## src/lcd_cmd_regs.vh

```
// Command codes, parameter layout and timing constants for the LCD command block
`ifndef LCD_CMD_REGS_VH
`define LCD_CMD_REGS_VH

// Command byte codes
`define CMD_INIT      8'h40
`define CMD_STANDBY   8'h53
`define CMD_DISP_OFF  8'h58
`define CMD_DISP_ON   8'h59
`define CMD_SCROLL    8'h44
`define CMD_GLYPH     8'h5C
`define CMD_CSHAPE    8'h5D
`define CMD_CDIR_MASK 8'hFC
`define CMD_CDIR      8'h4C
`define CMD_PSHIFT    8'h5A
`define CMD_LAYER     8'h5B
`define CMD_CSET      8'h46
`define CMD_CGET      8'h47
`define CMD_MSTORE    8'h42
`define CMD_MFETCH    8'h43
`define CMD_NONE      8'h00

// Parameter byte counts
`define NP_INIT   4'h8
`define NP_SCROLL 4'hA
`define NP_TWO    4'h2
`define NP_ONE    4'h1
`define NP_ZERO   4'h0

// Initialize parameter positions
`define IP_WF_BYTE 3'h1
`define IP_WF_BIT  7
`define IP_CR      3'h3
`define IP_LF      3'h5
`define IP_APL     3'h6
`define IP_APH     3'h7

// Cursor direction codes
`define DIR_RIGHT 2'h0
`define DIR_LEFT  2'h1
`define DIR_UP    2'h2
`define DIR_DOWN  2'h3

// Host port address values
`define A_DATA 1'b0
`define A_CMD  1'b1

// Status byte bit positions
`define ST_ACTIVE 7
`define ST_SLEEP  6
`define ST_DISPON 5

// Panel timing
`define LP_CYC    2'h2
`define ECL_LAST  4'hF
`define WF_LAST   4'hF
`define RESET_VAL 8'h00

`endif

```

## src/lcd_cmd_drive.v

```verilog
// LCD command interpreter with column and row panel drive generator
`timescale 1ns/1ns
`include "lcd_cmd_regs.vh"

// Functional notes
// - Code 40h initializes, eight parameter bytes follow
// - Code 53h standby; drive-active falls at a frame end
// - Codes 58h/59h switch display, one parameter
// - Code 44h takes ten start/region parameter bytes
// - Codes 5Ch/5Dh each take two bytes
// - Codes 4Ch-4Fh set cursor direction, no parameters
// - Code 5Ah takes one pixel shift byte
// - Code 5Bh takes one layer combine byte
// - Cursor set/get bytes handled individually
// - Codes 42h/43h stream unlimited data bytes
// - Unpaired parameter bytes update registers on arrival
// - New command may cut parameters short
// - Paired bytes commit together, lone byte dropped
// - Address pitch bytes act independently
// - Nibble data captured on shift clock fall
// - Shift clock halts from latch to line
// - Enable chain clock falls every 16 pulses
// - Line latch pulses once per line
// - Row scan pulse during last line
// - Drive-active high while drive outputs active
// - AC waveform period one of two values
// - Select 0 is 32 lines, 1 two frames
module lcd_cmd_drive (
  // Clock and reset
  input wire clock_i,
  input wire arst_n_i,
  // Host port
  input wire addr_i,
  input wire [7:0] wdata_i,
  input wire wr_i,
  input wire rd_i,
  output reg [7:0] rdata_o,
  // Panel drive
  output reg [3:0] column_data_o,
  output reg column_shift_clock_o,
  output reg column_enable_chain_clock_o,
  output reg line_latch_pulse_o,
  output reg ac_drive_waveform_o,
  output reg row_shift_clock_o,
  output reg row_scan_pulse_o,
  output reg display_drive_active_o
);

  // Timing generator states
  localparam ST_IDLE = 2'b00;
  localparam ST_SHIFT = 2'b01;
  localparam ST_LATCH = 2'b10;

  integer i;

  // Command context and parameter storage
  reg [7:0] cmd_q;
  reg [3:0] pidx_q;
  reg [7:0] init_q [0:7];
  reg [7:0] scroll_q [0:9];
  reg [7:0] pend_q;
  reg pend_v_q;
  reg [7:0] dswitch_q;
  reg [15:0] glyph_q;
  reg [15:0] cshape_q;
  reg [1:0] cdir_q;
  reg [7:0] pshift_q;
  reg [7:0] layer_q;
  reg [15:0] cursor_q;
  reg disp_on_q;
  reg sleep_q;
  reg init_seen_q;
  reg restart_q;

  // Timing state
  reg [1:0] state_q;
  reg phase_q;
  reg [8:0] nib_q;
  reg [3:0] ecl_q;
  reg [1:0] lp_q;
  reg [7:0] line_q;
  reg [3:0] wf_cnt_q;

  // Decoded host events
  wire cmd_wr = wr_i && (addr_i == `A_CMD);
  wire dat_wr = wr_i && (addr_i == `A_DATA);
  wire dat_rd = rd_i && (addr_i == `A_DATA);
  wire is_cdir = ((wdata_i & `CMD_CDIR_MASK) == `CMD_CDIR);
  wire known = (wdata_i == `CMD_INIT) || (wdata_i == `CMD_STANDBY) ||
               (wdata_i == `CMD_DISP_OFF) || (wdata_i == `CMD_DISP_ON) ||
               (wdata_i == `CMD_SCROLL) || (wdata_i == `CMD_GLYPH) ||
               (wdata_i == `CMD_CSHAPE) || is_cdir ||
               (wdata_i == `CMD_PSHIFT) || (wdata_i == `CMD_LAYER) ||
               (wdata_i == `CMD_CSET) || (wdata_i == `CMD_CGET) ||
               (wdata_i == `CMD_MSTORE) || (wdata_i == `CMD_MFETCH);

  // Parameter count of the running command
  reg [3:0] nparam;
  always @* begin
    case (cmd_q)
      `CMD_INIT: nparam = `NP_INIT;
      `CMD_SCROLL: nparam = `NP_SCROLL;
      `CMD_GLYPH, `CMD_CSHAPE, `CMD_CSET, `CMD_CGET: nparam = `NP_TWO;
      `CMD_DISP_OFF, `CMD_DISP_ON: nparam = `NP_ONE;
      `CMD_PSHIFT, `CMD_LAYER: nparam = `NP_ONE;
      default: nparam = `NP_ZERO;
    endcase
  end

  wire in_range = (pidx_q < nparam);
  wire [15:0] pitch = {init_q[`IP_APH], init_q[`IP_APL]};

  // Next cursor address after one streamed data byte
  reg [15:0] cur_step;
  always @* begin
    case (cdir_q)
      `DIR_RIGHT: cur_step = cursor_q + 16'h0001;
      `DIR_LEFT: cur_step = cursor_q - 16'h0001;
      `DIR_UP: cur_step = cursor_q - pitch;
      `DIR_DOWN: cur_step = cursor_q + pitch;
      default: cur_step = cursor_q;
    endcase
  end

  // Scroll high bytes close an address pair
  wire sc_hi = (pidx_q == 4'h1) || (pidx_q == 4'h4) ||
               (pidx_q == 4'h7) || (pidx_q == 4'h9);
  wire sc_lo = (pidx_q == 4'h0) || (pidx_q == 4'h3) ||
               (pidx_q == 4'h6) || (pidx_q == 4'h8);

  // Command decode and parameter capture
  always @(posedge clock_i or negedge arst_n_i) begin
    if (!arst_n_i) begin
      cmd_q <= `CMD_NONE;
      pidx_q <= 4'h0;
      for (i = 0; i < 8; i = i + 1) begin
        init_q[i] <= `RESET_VAL;
      end
      for (i = 0; i < 10; i = i + 1) begin
        scroll_q[i] <= `RESET_VAL;
      end
      pend_q <= `RESET_VAL;
      pend_v_q <= 1'b0;
      dswitch_q <= `RESET_VAL;
      glyph_q <= 16'h0000;
      cshape_q <= 16'h0000;
      cdir_q <= `DIR_RIGHT;
      pshift_q <= `RESET_VAL;
      layer_q <= `RESET_VAL;
      cursor_q <= 16'h0000;
      disp_on_q <= 1'b0;
      sleep_q <= 1'b0;
      init_seen_q <= 1'b0;
      restart_q <= 1'b0;
    end else begin
      restart_q <= 1'b0;
      if (cmd_wr && known) begin
        // A new command drops any half-received pair
        cmd_q <= wdata_i;
        pidx_q <= 4'h0;
        pend_v_q <= 1'b0;
        case (wdata_i)
          `CMD_INIT: begin
            sleep_q <= 1'b0;
            disp_on_q <= 1'b0;
            init_seen_q <= 1'b1;
            restart_q <= 1'b1;
          end
          `CMD_STANDBY: sleep_q <= 1'b1;
          `CMD_DISP_OFF: disp_on_q <= 1'b0;
          `CMD_DISP_ON: disp_on_q <= 1'b1;
          default: begin
            if (is_cdir) begin
              cdir_q <= wdata_i[1:0];
            end
          end
        endcase
      end else if (dat_wr && (cmd_q == `CMD_MSTORE)) begin
        cursor_q <= cur_step;
      end else if (dat_rd && (cmd_q == `CMD_MFETCH)) begin
        cursor_q <= cur_step;
      end else if (dat_rd && (cmd_q == `CMD_CGET) && in_range) begin
        pidx_q <= pidx_q + 4'h1;
      end else if (dat_wr && in_range) begin
        pidx_q <= pidx_q + 4'h1;
        case (cmd_q)
          // Init bytes land at once; pitch bytes too
          `CMD_INIT: init_q[pidx_q[2:0]] <= wdata_i;
          `CMD_SCROLL: begin
            if (sc_lo) begin
              pend_q <= wdata_i;
              pend_v_q <= 1'b1;
            end else if (sc_hi) begin
              if (pend_v_q) begin
                scroll_q[pidx_q - 4'h1] <= pend_q;
                scroll_q[pidx_q] <= wdata_i;
              end
              pend_v_q <= 1'b0;
            end else begin
              scroll_q[pidx_q] <= wdata_i;
            end
          end
          `CMD_GLYPH: begin
            if (pidx_q == 4'h0) begin
              pend_q <= wdata_i;
              pend_v_q <= 1'b1;
            end else if (pend_v_q) begin
              glyph_q <= {wdata_i, pend_q};
              pend_v_q <= 1'b0;
            end
          end
          `CMD_CSHAPE: begin
            if (pidx_q == 4'h0) begin
              cshape_q[7:0] <= wdata_i;
            end else begin
              cshape_q[15:8] <= wdata_i;
            end
          end
          `CMD_CSET: begin
            if (pidx_q == 4'h0) begin
              cursor_q[7:0] <= wdata_i;
            end else begin
              cursor_q[15:8] <= wdata_i;
            end
          end
          `CMD_DISP_OFF, `CMD_DISP_ON: dswitch_q <= wdata_i;
          `CMD_PSHIFT: pshift_q <= wdata_i;
          `CMD_LAYER: layer_q <= wdata_i;
          default: pshift_q <= pshift_q;
        endcase
      end
    end
  end

  // Read data, valid only in the cycle after the strobe
  always @(posedge clock_i or negedge arst_n_i) begin
    if (!arst_n_i) begin
      rdata_o <= `RESET_VAL;
    end else if (rd_i && (addr_i == `A_CMD)) begin
      rdata_o <= {display_drive_active_o, sleep_q, disp_on_q, 5'h00};
    end else if (dat_rd && (cmd_q == `CMD_CGET) && in_range) begin
      rdata_o <= (pidx_q == 4'h0) ? cursor_q[7:0] : cursor_q[15:8];
    end else begin
      rdata_o <= `RESET_VAL;
    end
  end

  // Timing parameters from initialization
  wire [8:0] nib_last = {init_q[`IP_CR], 1'b1};
  wire [7:0] line_last = init_q[`IP_LF];
  wire wf_two_frame = init_q[`IP_WF_BYTE][`IP_WF_BIT];
  wire frame_end = (state_q == ST_LATCH) && (lp_q == 2'h1) &&
                   (line_q == line_last);
  wire run_ok = init_seen_q && !restart_q;

  // Panel timing generator
  always @(posedge clock_i or negedge arst_n_i) begin
    if (!arst_n_i) begin
      state_q <= ST_IDLE;
      phase_q <= 1'b0;
      nib_q <= 9'h000;
      ecl_q <= 4'h0;
      lp_q <= 2'h0;
      line_q <= 8'h00;
      wf_cnt_q <= 4'h0;
      column_data_o <= 4'h0;
      column_shift_clock_o <= 1'b0;
      column_enable_chain_clock_o <= 1'b0;
      line_latch_pulse_o <= 1'b0;
      ac_drive_waveform_o <= 1'b0;
      row_shift_clock_o <= 1'b0;
      row_scan_pulse_o <= 1'b0;
      display_drive_active_o <= 1'b0;
    end else if (!run_ok) begin
      // Initialization restarts the generator from line zero
      state_q <= ST_IDLE;
      phase_q <= 1'b0;
      nib_q <= 9'h000;
      ecl_q <= 4'h0;
      lp_q <= 2'h0;
      line_q <= 8'h00;
      wf_cnt_q <= 4'h0;
      column_data_o <= 4'h0;
      column_shift_clock_o <= 1'b0;
      column_enable_chain_clock_o <= 1'b0;
      line_latch_pulse_o <= 1'b0;
      row_shift_clock_o <= 1'b0;
      row_scan_pulse_o <= 1'b0;
      display_drive_active_o <= 1'b0;
    end else begin
      case (state_q)
        ST_IDLE: begin
          if (!sleep_q) begin
            state_q <= ST_SHIFT;
            display_drive_active_o <= 1'b1;
          end
        end
        ST_SHIFT: begin
          phase_q <= ~phase_q;
          column_shift_clock_o <= ~phase_q;
          if (!phase_q) begin
            // Data changes on the rising edge, stable at the fall
            column_data_o <= disp_on_q ? (nib_q[3:0] ^ layer_q[3:0]) : 4'h0;
            column_enable_chain_clock_o <= (ecl_q == `ECL_LAST);
          end else begin
            nib_q <= nib_q + 9'h001;
            ecl_q <= ecl_q + 4'h1;
            column_enable_chain_clock_o <= 1'b0;
            if (nib_q == nib_last) begin
              state_q <= ST_LATCH;
              lp_q <= `LP_CYC;
              line_latch_pulse_o <= 1'b1;
              row_shift_clock_o <= 1'b1;
            end
          end
        end
        ST_LATCH: begin
          // Shift clock stays low for the whole latch phase
          column_shift_clock_o <= 1'b0;
          lp_q <= lp_q - 2'h1;
          if (lp_q == 2'h1) begin
            line_latch_pulse_o <= 1'b0;
            row_shift_clock_o <= 1'b0;
            nib_q <= 9'h000;
            ecl_q <= 4'h0;
            phase_q <= 1'b0;
            wf_cnt_q <= wf_cnt_q + 4'h1;
            if (!wf_two_frame && (wf_cnt_q == `WF_LAST)) begin
              ac_drive_waveform_o <= ~ac_drive_waveform_o;
            end
            if (frame_end) begin
              line_q <= 8'h00;
              if (wf_two_frame) begin
                ac_drive_waveform_o <= ~ac_drive_waveform_o;
              end
              if (sleep_q) begin
                // Standby takes effect at a frame boundary
                state_q <= ST_IDLE;
                display_drive_active_o <= 1'b0;
                row_scan_pulse_o <= 1'b0;
              end else begin
                state_q <= ST_SHIFT;
                row_scan_pulse_o <= (line_last == 8'h00);
              end
            end else begin
              line_q <= line_q + 8'h01;
              state_q <= ST_SHIFT;
              row_scan_pulse_o <= ((line_q + 8'h01) == line_last);
            end
          end
        end
        default: state_q <= ST_IDLE;
      endcase
    end
  end

endmodule

```

## config.mk

```make
export PLATFORM = sky130hd
export DESIGN_NAME = lcd_cmd_drive
export DESIGN_NICKNAME = d
export VERILOG_FILES = /design/src/lcd_cmd_drive.v
export VERILOG_INCLUDE_DIRS = /design/src
export SDC_FILE = /design/constraint.sdc
export NUM_CORES = 1
export LEC_CHECK = 0
export BUFFER_PORTS_ARGS = -buffer_cell sky130_fd_sc_hd__buf_4
export CAP_MARGIN = 10
export CORE_AREA = 4 4 156 158
export DETAILED_ROUTE_END_ITERATION = 16
export DIE_AREA = 0 0 160 162
export GPL_ROUTABILITY_DRIVEN = 1
export PLACE_DENSITY_LB_ADDON = 0.2
export SYNTH_ARGS = -nofsm -noshare
export SYNTH_HDL_FRONTEND = slang
export SYNTH_SLANG_ARGS = --single-unit
```

## constraint.sdc

```tcl
create_clock -name clock_i -period 4.1 [get_ports clock_i]
set_input_delay 0 -clock clock_i [delete_from_list [all_inputs] [get_ports clock_i]]
set_output_delay 0 -clock clock_i [all_outputs]
set_load 0.03 [all_outputs]
```

# Word level (Yosys, flattened, before mapping)
# Index checks and enable logic that the tools add are counted.
op_classes:
  n_addsub: 10
  reduce_logical: 62
  muxes: 79
  n_eq_ne: 53
  order_cmp: 3
  bitwise_logic: 10
ops:
  columns: ["cell", "n"]
  rows:
  - ["$eq 8x7->1 const B", 25]
  - ["$mux 16", 5]
  - ["$mux 8", 10]
  - ["$bwmux 64", 1]
  - ["$pmux 16 s4", 1]
  - ["$mux 4", 15]
  - ["$mux 9", 3]
  - ["$mux 1", 25]
  - ["$demux 8 s3", 1]
  - ["$ne 3x3->1 const B", 7]
  - ["$pmux 9 s2", 1]
  - ["$add 16x1->16 const B", 1]
  - ["$add 16x16->16", 1]
  - ["$eq 8x8->1", 2]
  - ["$pmux 4 s4", 1]
  - ["$sub 16x1->16 const B", 1]
  - ["$sub 16x16->16", 1]
  - ["$logic_and 1x1->1", 15]
  - ["$reduce_and 3->1", 5]
  - ["$reduce_and 5->1", 3]
  - ["$mux 2", 7]
  - ["$logic_or 1x1->1", 13]
  - ["$add 4x1->4 const B", 3]
  - ["$pmux 1 s2", 6]
  - ["other kinds (32)", 64]
word_totals:
  output_inout_bits: 19
  in_bits: 13
  wordCells: 250
  regBits: 150

# Longest topological paths before layout
# Gate-level depths: netlist of the first run.
depth:
  ltp_word: 17
  mapped_depth: 16

# Worst setup path after synthesis of the first run
# Ideal clock, no wire load.
synth_timing:
  kind: "reg2reg"
  startpoint: "register init_q[8] in the netlist's numbering"
  endpoint: "register cursor_q[15]"
  arrival_time_ns: 3.155
  synth_period_minus_slack_ns: 3.287
  stages_incl_launch_ff: 17
  setup_slack_ns: 0.813
  setup_ns: 0.132
  t_required_ns: 3.968
  path_cell_list: "dfrtp_1 -> inv_1 -> ha_1 -> inv_1 -> or3_1 -> or3_1 -> nand2b_1 -> nor4_1 -> mux2i_1 -> o21ai_1 -> ha_1 -> a21o_1 -> a21o_1 -> a21oi_1 -> o31ai_1 -> xnor2_1 -> o21ai_1"
synth_via:
  elab_chain_len: 4
  word_cells_on_any_way: 5
  cone_classes: "add/sub (2); mux (3)"
synth_rtl:
  columns: ["item", "line", "source"]
  rows:
  - ["start: declaration", "lcd_cmd_drive.v:59", "reg [7:0] init_q [0:7];"]
  - ["start signal: indexed assignment", "lcd_cmd_drive.v:137", "init_q[i] <= `RESET_VAL;"]
  - ["start signal: indexed assignment", "lcd_cmd_drive.v:188", "`CMD_INIT: init_q[pidx_q[2:0]] <= wdata_i;"]
  - ["$add 16x16->16 or $sub 16x16->16 (tied branches)", "lcd_cmd_drive.v:120, lcd_cmd_drive.v:119", null]
  - ["$pmux 16 s4 (*)", "lcd_cmd_drive.v:116", "case (cdir_q)"]
  - ["$mux 16", "lcd_cmd_drive.v:180", "end else if (dat_rd && (cmd_q == `CMD_MFETCH)) begin"]
  - ["$mux 16 (*)", "lcd_cmd_drive.v:178", "end else if (dat_wr && (cmd_q == `CMD_MSTORE)) begin"]
  - ["end signal: assignment", "lcd_cmd_drive.v:179", "cursor_q <= cur_step;"]
  - ["end signal: assignment", "lcd_cmd_drive.v:181", "cursor_q <= cur_step;"]
  - ["end signal: assignment", "lcd_cmd_drive.v:223", "cursor_q[15:8] <= wdata_i;"]
  - ["end: declaration", "lcd_cmd_drive.v:69", "reg [15:0] cursor_q;"]
# Mark *: on every way between the ends. The rest lies on a longest branch, timed or not.
# A chain may end at the register's enable or synchronous reset.

# Worst setup path in the final report of the first run
layout_timing:
  startpoint: "register init_q[8] in the netlist's numbering"
  endpoint: "register cursor_q[14]"
# Same word-level chain as after synthesis.

==> out/metrics.cfg, run 1 <==
[run_status]
status=completed

[sta]
fin_setup_tns_ns=0
fin_crit_sh=0.870
tightest_slew_ns=0.929
slew_headroom=0.381
fin_worst_skew_ns=0.0153
min_period_ns=3.57
max_freq_mhz=280
setup_viol=0
rsz0062_at_grt=false
report.final.slew_viol_count=0
hold_viol=0

[global_route]
grt_max_degree=72
grtUsageMet2=0.210
groute.usage.overall=0.139
grt_pass1_vias=5444
grt_overflow=0
grtUsageMet3=0.0297
grt_pass1_wl_um=29000
grtUsageMet1=0.201
antenna_found_initial=0
grt-busiest-layer=met2

[synth]
synth_edf_count=0
synth_nets=766
syn_area_um2=7060
synthCells=727
ys.flop_type=dfrtp_1
ys_seq_area_frac=0.422
ys_ff_latch=119
yosysWarningCount=0
syn-mean-instance-area_um2=9.71
async_reset_ff_frac=1.00
yosysUniqueCellTypes=68

[clock_tree]
clkLatencyLatePin_ns=0.42
clockBufferDepth=2
root_buffer=clkbuf_16
tritoncts.num_buffers=17
numClockSinks=119
htreeDepth=4
cts_tree=yes
clk_pin_slew_ns=0.06
ctsResizeCount=0

[worst_setup_path]
crit_path_end_kind=flip-flop
crit_slowest_cell=dfrtp_1
critPathMaxFanout=6
cp_common_cell=a31oi_1
worstPathArrival_ns=3.84
cp_top_family=compound AO/OA/AOI/OAI gates
path_cells=inv_1 -> ha_1 -> inv_1 -> or3_1 -> or3_1 -> nand2b_1 -> o21ai_0 -> a21oi_1 -> a31oi_1 -> ha_1 -> a21oi_1 -> a31oi_1 -> a31oi_1 -> xor2_1 -> o21ai_0
cp_num_buf_inv=2
worstSetupStartpointType=flip-flop
slowest_delay_ns=0.39
worstSetupPathType=flip-flop to flip-flop
worstPathRequired_ns=4.37

[routing]
drtIter0Drc=259
drcViolationCount=0
routed_wl_um=17500
viasPerCell=5.07
ant_nets=0
post_drt_wl_per_cell_um=16.3
drt_pass1_iterations=4
vias=5435

[place]
place.gp.congestion=0.794
placed_area_um2=7610
portBuffers=31
dp_hpwl_um=12300

[die]
initial_core_util=0.305
core.rowCount=56
dieArea_um2=25900
die_height_um=162
io_pins=32
coreArea_um2=23100
die_w_um=160

[job]
drv_cap=0

[layout]
syn_to_final_growth_pct=17.8
num-nets-final=809
num-fill-cells=2350
diodes=0
utilization=0.360
drive_gt1_frac=0.172
final_area_um2=8320

[power]
peakVddDrop_mv=0.274
leakage_nw=3.83
power_density_nw_per_um2=412

[min_path]
hold_class=primary input to flip-flop

-- registers in the layout (all words and copies together), names as in the netlist, 2 cells and up --
signal,flops
cursor_q,16
line_q,8
rdata_o,8
init_q,25
pidx_q,4
ecl_q,4
layer_q,4
column_data_o,4
wf_cnt_q,4
state_q,2
cmd_q,8
line_last,8
cdir_q,2
lp_q,2
nib_q,9
-- final timing paths --
kind,cells past startpoint,end,slack [ns],startpoint
setup / recovery,15,cursor_q[14],0.53,init_q[8]
hold / removal,3,init_q[55],0.08,wr_i
setup reg to reg,15,cursor_q[14],0.53,init_q[8]
hold reg to reg,1,cmd_q[6],0.46,cmd_q[6]
max in group asynchronous,3,cmd_q[1],2.92,arst_n_i
min in group asynchronous,2,line_q[4],0.27,arst_n_i
-- worst reg2reg max path, delay by kind of cell, from the launching register on --
family	cells	cell delay (ns)
buffers and inverters	2	0.13
DFF	1	0.39
and+or+nand+nor	3	0.91
AOI/OAI and AO/OA	7	1.35
xor gates and xnor gates	1	0.16
adders and majority gates	2	0.47
-- cell families (layout without fill, tap and decap cells) --
group	count (synthesis)	in the layout	share of synthesized area
multiplexers	63	63	0.106
AO/OA/AOI/OAI	171	171	0.151
buffers and inverters	51	107	0.0289
flip-flops	119	119	0.422
AND/OR/NAND/NOR	247	247	0.183
adder cells (fa/ha/maj)	26	26	0.0471
XOR/XNOR	50	50	0.0620
-- stage by stage --
step | power [mW] | cells | hold WS (ns) | setup WS, ns
3_3_place_gp | 1.97 | 1028 | 0.220 | 0.612
2_1_floorplan | 1.79 | 727 | -0.296 | 0.813
6_report | 3.42 | 1073 | 0.0777 | 0.531
4_1_cts | 3.47 | 1073 | 0.0634 | 0.538
3_5_place_dp | 1.97 | 1028 | 0.215 | 0.543
5_1_grt | 3.61 | 1073 | 0.0849 | 0.195
-- cell usage after synthesis (9+ instances only) --
library cell | count | share of area
dfrtp_1 | 119 | 0.42
o21ai_0 | 68 | 0.048
nand2_1 | 66 | 0.035
nor2_1 | 63 | 0.033
a21oi_1 | 38 | 0.027
xor2_1 | 26 | 0.032
ha_1 | 25 | 0.044
clkbuf_1 | 24 | 0.013
xnor2_1 | 24 | 0.030
nand3_1 | 22 | 0.016
inv_1 | 21 | 0.011
mux2_2 | 20 | 0.032
nor3_1 | 20 | 0.014
mux2i_1 | 19 | 0.027
mux2_4 | 16 | 0.034
and3_1 | 13 | 0.012
nand4_1 | 11 | 0.0097
a31oi_1 | 9 | 0.0080
-- layout by cell type, fill, tap and decap left out, types with 6 or more instances in the layout --
cell type      count
buf_4             41
o31ai_1            6
ha_1              25
mux2_2            20
nor2b_1            8
nor3_1            20
a21o_1             6
xnor2_1           24
a31oi_1            9
nor2_1            63
nand3_1           22
inv_1             21
xor2_1            26
nand4_1           11
clkinvlp_4         6
mux2i_1           19
dfrtp_1          119
o21ai_0           68
clkbuf_16         17
and3_1            13
a21oi_1           38
dlygate4sd3_1     13
mux2_1             8
mux2_4            16
nand2_1           66
-- routing by layer --
metal	share of wire	wire length [µm]	vias to the layer above
met1	0.52	9170	2672
met2	0.44	7760	55
li1	-	-	2699
met4	0.011	185	0
met3	0.023	403	9
met5	0	0	-
-- report_power, final --
group | switching (mW) | total [mW] | internal, mW
Combinational | 0.357 | 0.595 | 0.238
Sequential | 0.106 | 1.36 | 1.25
Clock | 0.575 | 1.47 | 0.896
Total | 1.04 | 3.42 | 2.39
-- layout make-up --
type	instances	area [µm²]	area share
Clock buffer	18	429	0.0516
Timing Repair Buffer	54	438	0.0527
Tap cell	290	363	0.0436
Multi-Input combinational cell	557	3880	0.466
Sequential cell	119	2980	0.358
Inverter	21	78.8	0.00948
Clock inverter	14	150	0.0181
-- timing repair --
action	CTS	global route
hold endpoints to repair	104	0
hold buffers	13	0
setup buffers	0	0
(Power assumes the default switching activity.)
==> inputs of run 2 (changes only) <==
CELL_PAD_IN_SITES_DETAIL_PLACEMENT = 0   (was unset)
CELL_PAD_IN_SITES_GLOBAL_PLACEMENT = 1   (was unset)
CTS_BUF_LIST = sky130_fd_sc_hd__clkbuf_8 sky130_fd_sc_hd__clkbuf_16   (was unset)
==> run 2 against run 1 <==
- register-to-register slack got worse by 0.07 ns
- combinational power barely moved
- first-iteration DRC count rose by 36%
- setup slack got worse by 0.073 ns
- cell count did not move
- highest routed layer unchanged
- final area rose by 0.11%
- sequential share of layout area barely moved
- critical path depth rose by 1
- count of clock-buffer cells in the layout did not move
- fmax fell by 2.0%
==> out/metrics.cfg, run 2 (same netlist as run 1, synthesis figures left out) <==
[worst_setup_path]
worstSetupStartpointType=flip-flop
worstPathArrival_ns=3.92
slowest_delay_ns=0.40
path_cells=inv_1 -> ha_1 -> inv_1 -> or3_1 -> or3_1 -> nand2b_1 -> nor4_1 -> mux2i_1 -> o21ai_1 -> ha_1 -> a21o_1 -> a21o_1 -> a21oi_1 -> o31ai_1 -> xnor2_1 -> o21ai_1
cp_top_family=simple AND/OR/NAND/NOR gates
cp_num_buf_inv=2
worstPathRequired_ns=4.38
worstSetupPathType=flip-flop to flip-flop
critPathMaxFanout=5
crit_path_end_kind=flip-flop
crit_slowest_cell=dfrtp_1

[die]
dieArea_um2=25900
initial_core_util=0.305
coreArea_um2=23100
io_pins=32
core.rowCount=56
die_height_um=162
die_w_um=160

[global_route]
antenna_found_initial=0
grt_pass1_vias=5689
grt_max_degree=71
grt_pass1_wl_um=30600
groute.usage.overall=0.147
grt_overflow=0

[layout]
drive_gt1_frac=0.174
largest_reg_flops=25
num-fill-cells=2383
num-nets-final=809
syn_to_final_growth_pct=17.9
layout_common_cells=119 x dfrtp_1, 68 x o21ai_0, 66 x nand2_1
multi_input_area_um2=3880
diodes=0
regMostFlops=init_q
regArea_um2=2980
final_common_cell=dfrtp_1
final_cells=1073
top_regs=init_q (25), cursor_q (16), nib_q (9)

[sta]
fin_worst_skew_ns=0.00893
report.final.slew_viol_count=0
fin_ws_ns=0.458
fin_setup_tns_ns=0
fin_crit_sh=0.888
tightest_slew_ns=0.957
hold_viol=0
min_period_ns=3.64
max_freq_mhz=275
setup_viol=0
rsz0062_at_grt=false
slew_headroom=0.362

[place]
dp_hpwl_um=13000
portBuffers=31
pre_cts_slack_ns=0.491
place.detailed.instances=1027
place.gp.congestion=0.850

[clock_tree]
clk_pin_slew_ns=0.06
htreeDepth=4
numClockSinks=119
cts_tree=yes
clkLatencyLatePin_ns=0.41
root_buffer=clkbuf_16
clockBufferDepth=2
ctsResizeCount=0
tritoncts.num_buffers=17

[run_status]
status=completed

[min_path]
hold_class=primary input to flip-flop

[routing]
drtIter0Drc=352
viasPerCell=5.15
drcViolationCount=0
post_drt_wl_per_cell_um=17.3
routed_wl_um=18500
ant_nets=0
drt_pass1_iterations=6
vias=5527

[job]
drv_cap=0

[power]
power_density_nw_per_um2=415
total_power_mw=3.46
peakVddDrop_mv=0.254
leakage_nw=3.85

run 2: changes by cell type in the layout (fill, tap and decap cells not counted), sizes merged:
cell	before	now
clkinvlp	6	4
clkinv	3	4
inv	24	25
run 2: what timing repair did:
item                                   in CTS  in global routing
hold buffers                               13                  0
endpoints found under the hold margin      97                  0
setup buffers                               0                  0
run 2: worst reg2reg max path, cell delays in order (launching register included):
cell	delay, ns
dfrtp_1	0.40
inv_1	0.08
ha_1	0.17
inv_1	0.05
or3_1	0.34
or3_1	0.36
nand2b_1	0.23
nor4_1	0.37
mux2i_1	0.24
o21ai_1	0.08
ha_1	0.35
a21o_1	0.21
a21o_1	0.17
a21oi_1	0.15
o31ai_1	0.10
xnor2_1	0.14
o21ai_1	0.07
run 2: path summary, 6_finish.rpt:
path / startpoint / to / slack [ns] / cells past startpoint
max: init_q[8] / cursor_q[15] / 0.46 / 16
min: wr_i / init_q[55] / 0.11 / 3
max reg2reg: init_q[8] / cursor_q[15] / 0.46 / 16
min reg2reg: ac_drive_waveform_o / ac_drive_waveform_o / 0.47 / 1
max in group asynchronous: arst_n_i / cursor_q[3] / 2.88 / 3
min in group asynchronous: arst_n_i / line_q[5] / 0.28 / 2
run 2: stage by stage:
stage	instance area [µm²]	utilization	hold WS, ns
floorplan	7060	-	-0.296
global placement	7600	0.329	0.214
detailed placement	7600	0.329	0.226
CTS	8320	0.360	0.0995
global route	8320	0.360	0.104
finish	8320	0.360	0.113
run 2: final cells by class:
type	instances	area share
multi-input combinational	557	0.466
timing repair buffer	54	0.0526
clock inverter	14	0.0179
tap	290	0.0436
clock buffer	18	0.0528
sequential	119	0.358
inverter	21	0.00947
run 2: power by group:
group,total (mW),internal (mW),switching (mW)
clock,1.50,0.915,0.585
sequential,1.36,1.25,0.109
combinational,0.596,0.238,0.358
run 2: layer usage:
| layer | vias up | track usage | share of wire |
|---|---|---|---|
| met5 | - | 0 | 0 |
| met4 | 0 | 0.0348 | 0.0082 |
| met3 | 12 | 0.0294 | 0.029 |
| met2 | 76 | 0.241 | 0.47 |
| met1 | 2750 | 0.202 | 0.49 |
| li1 | 2689 | - | - |
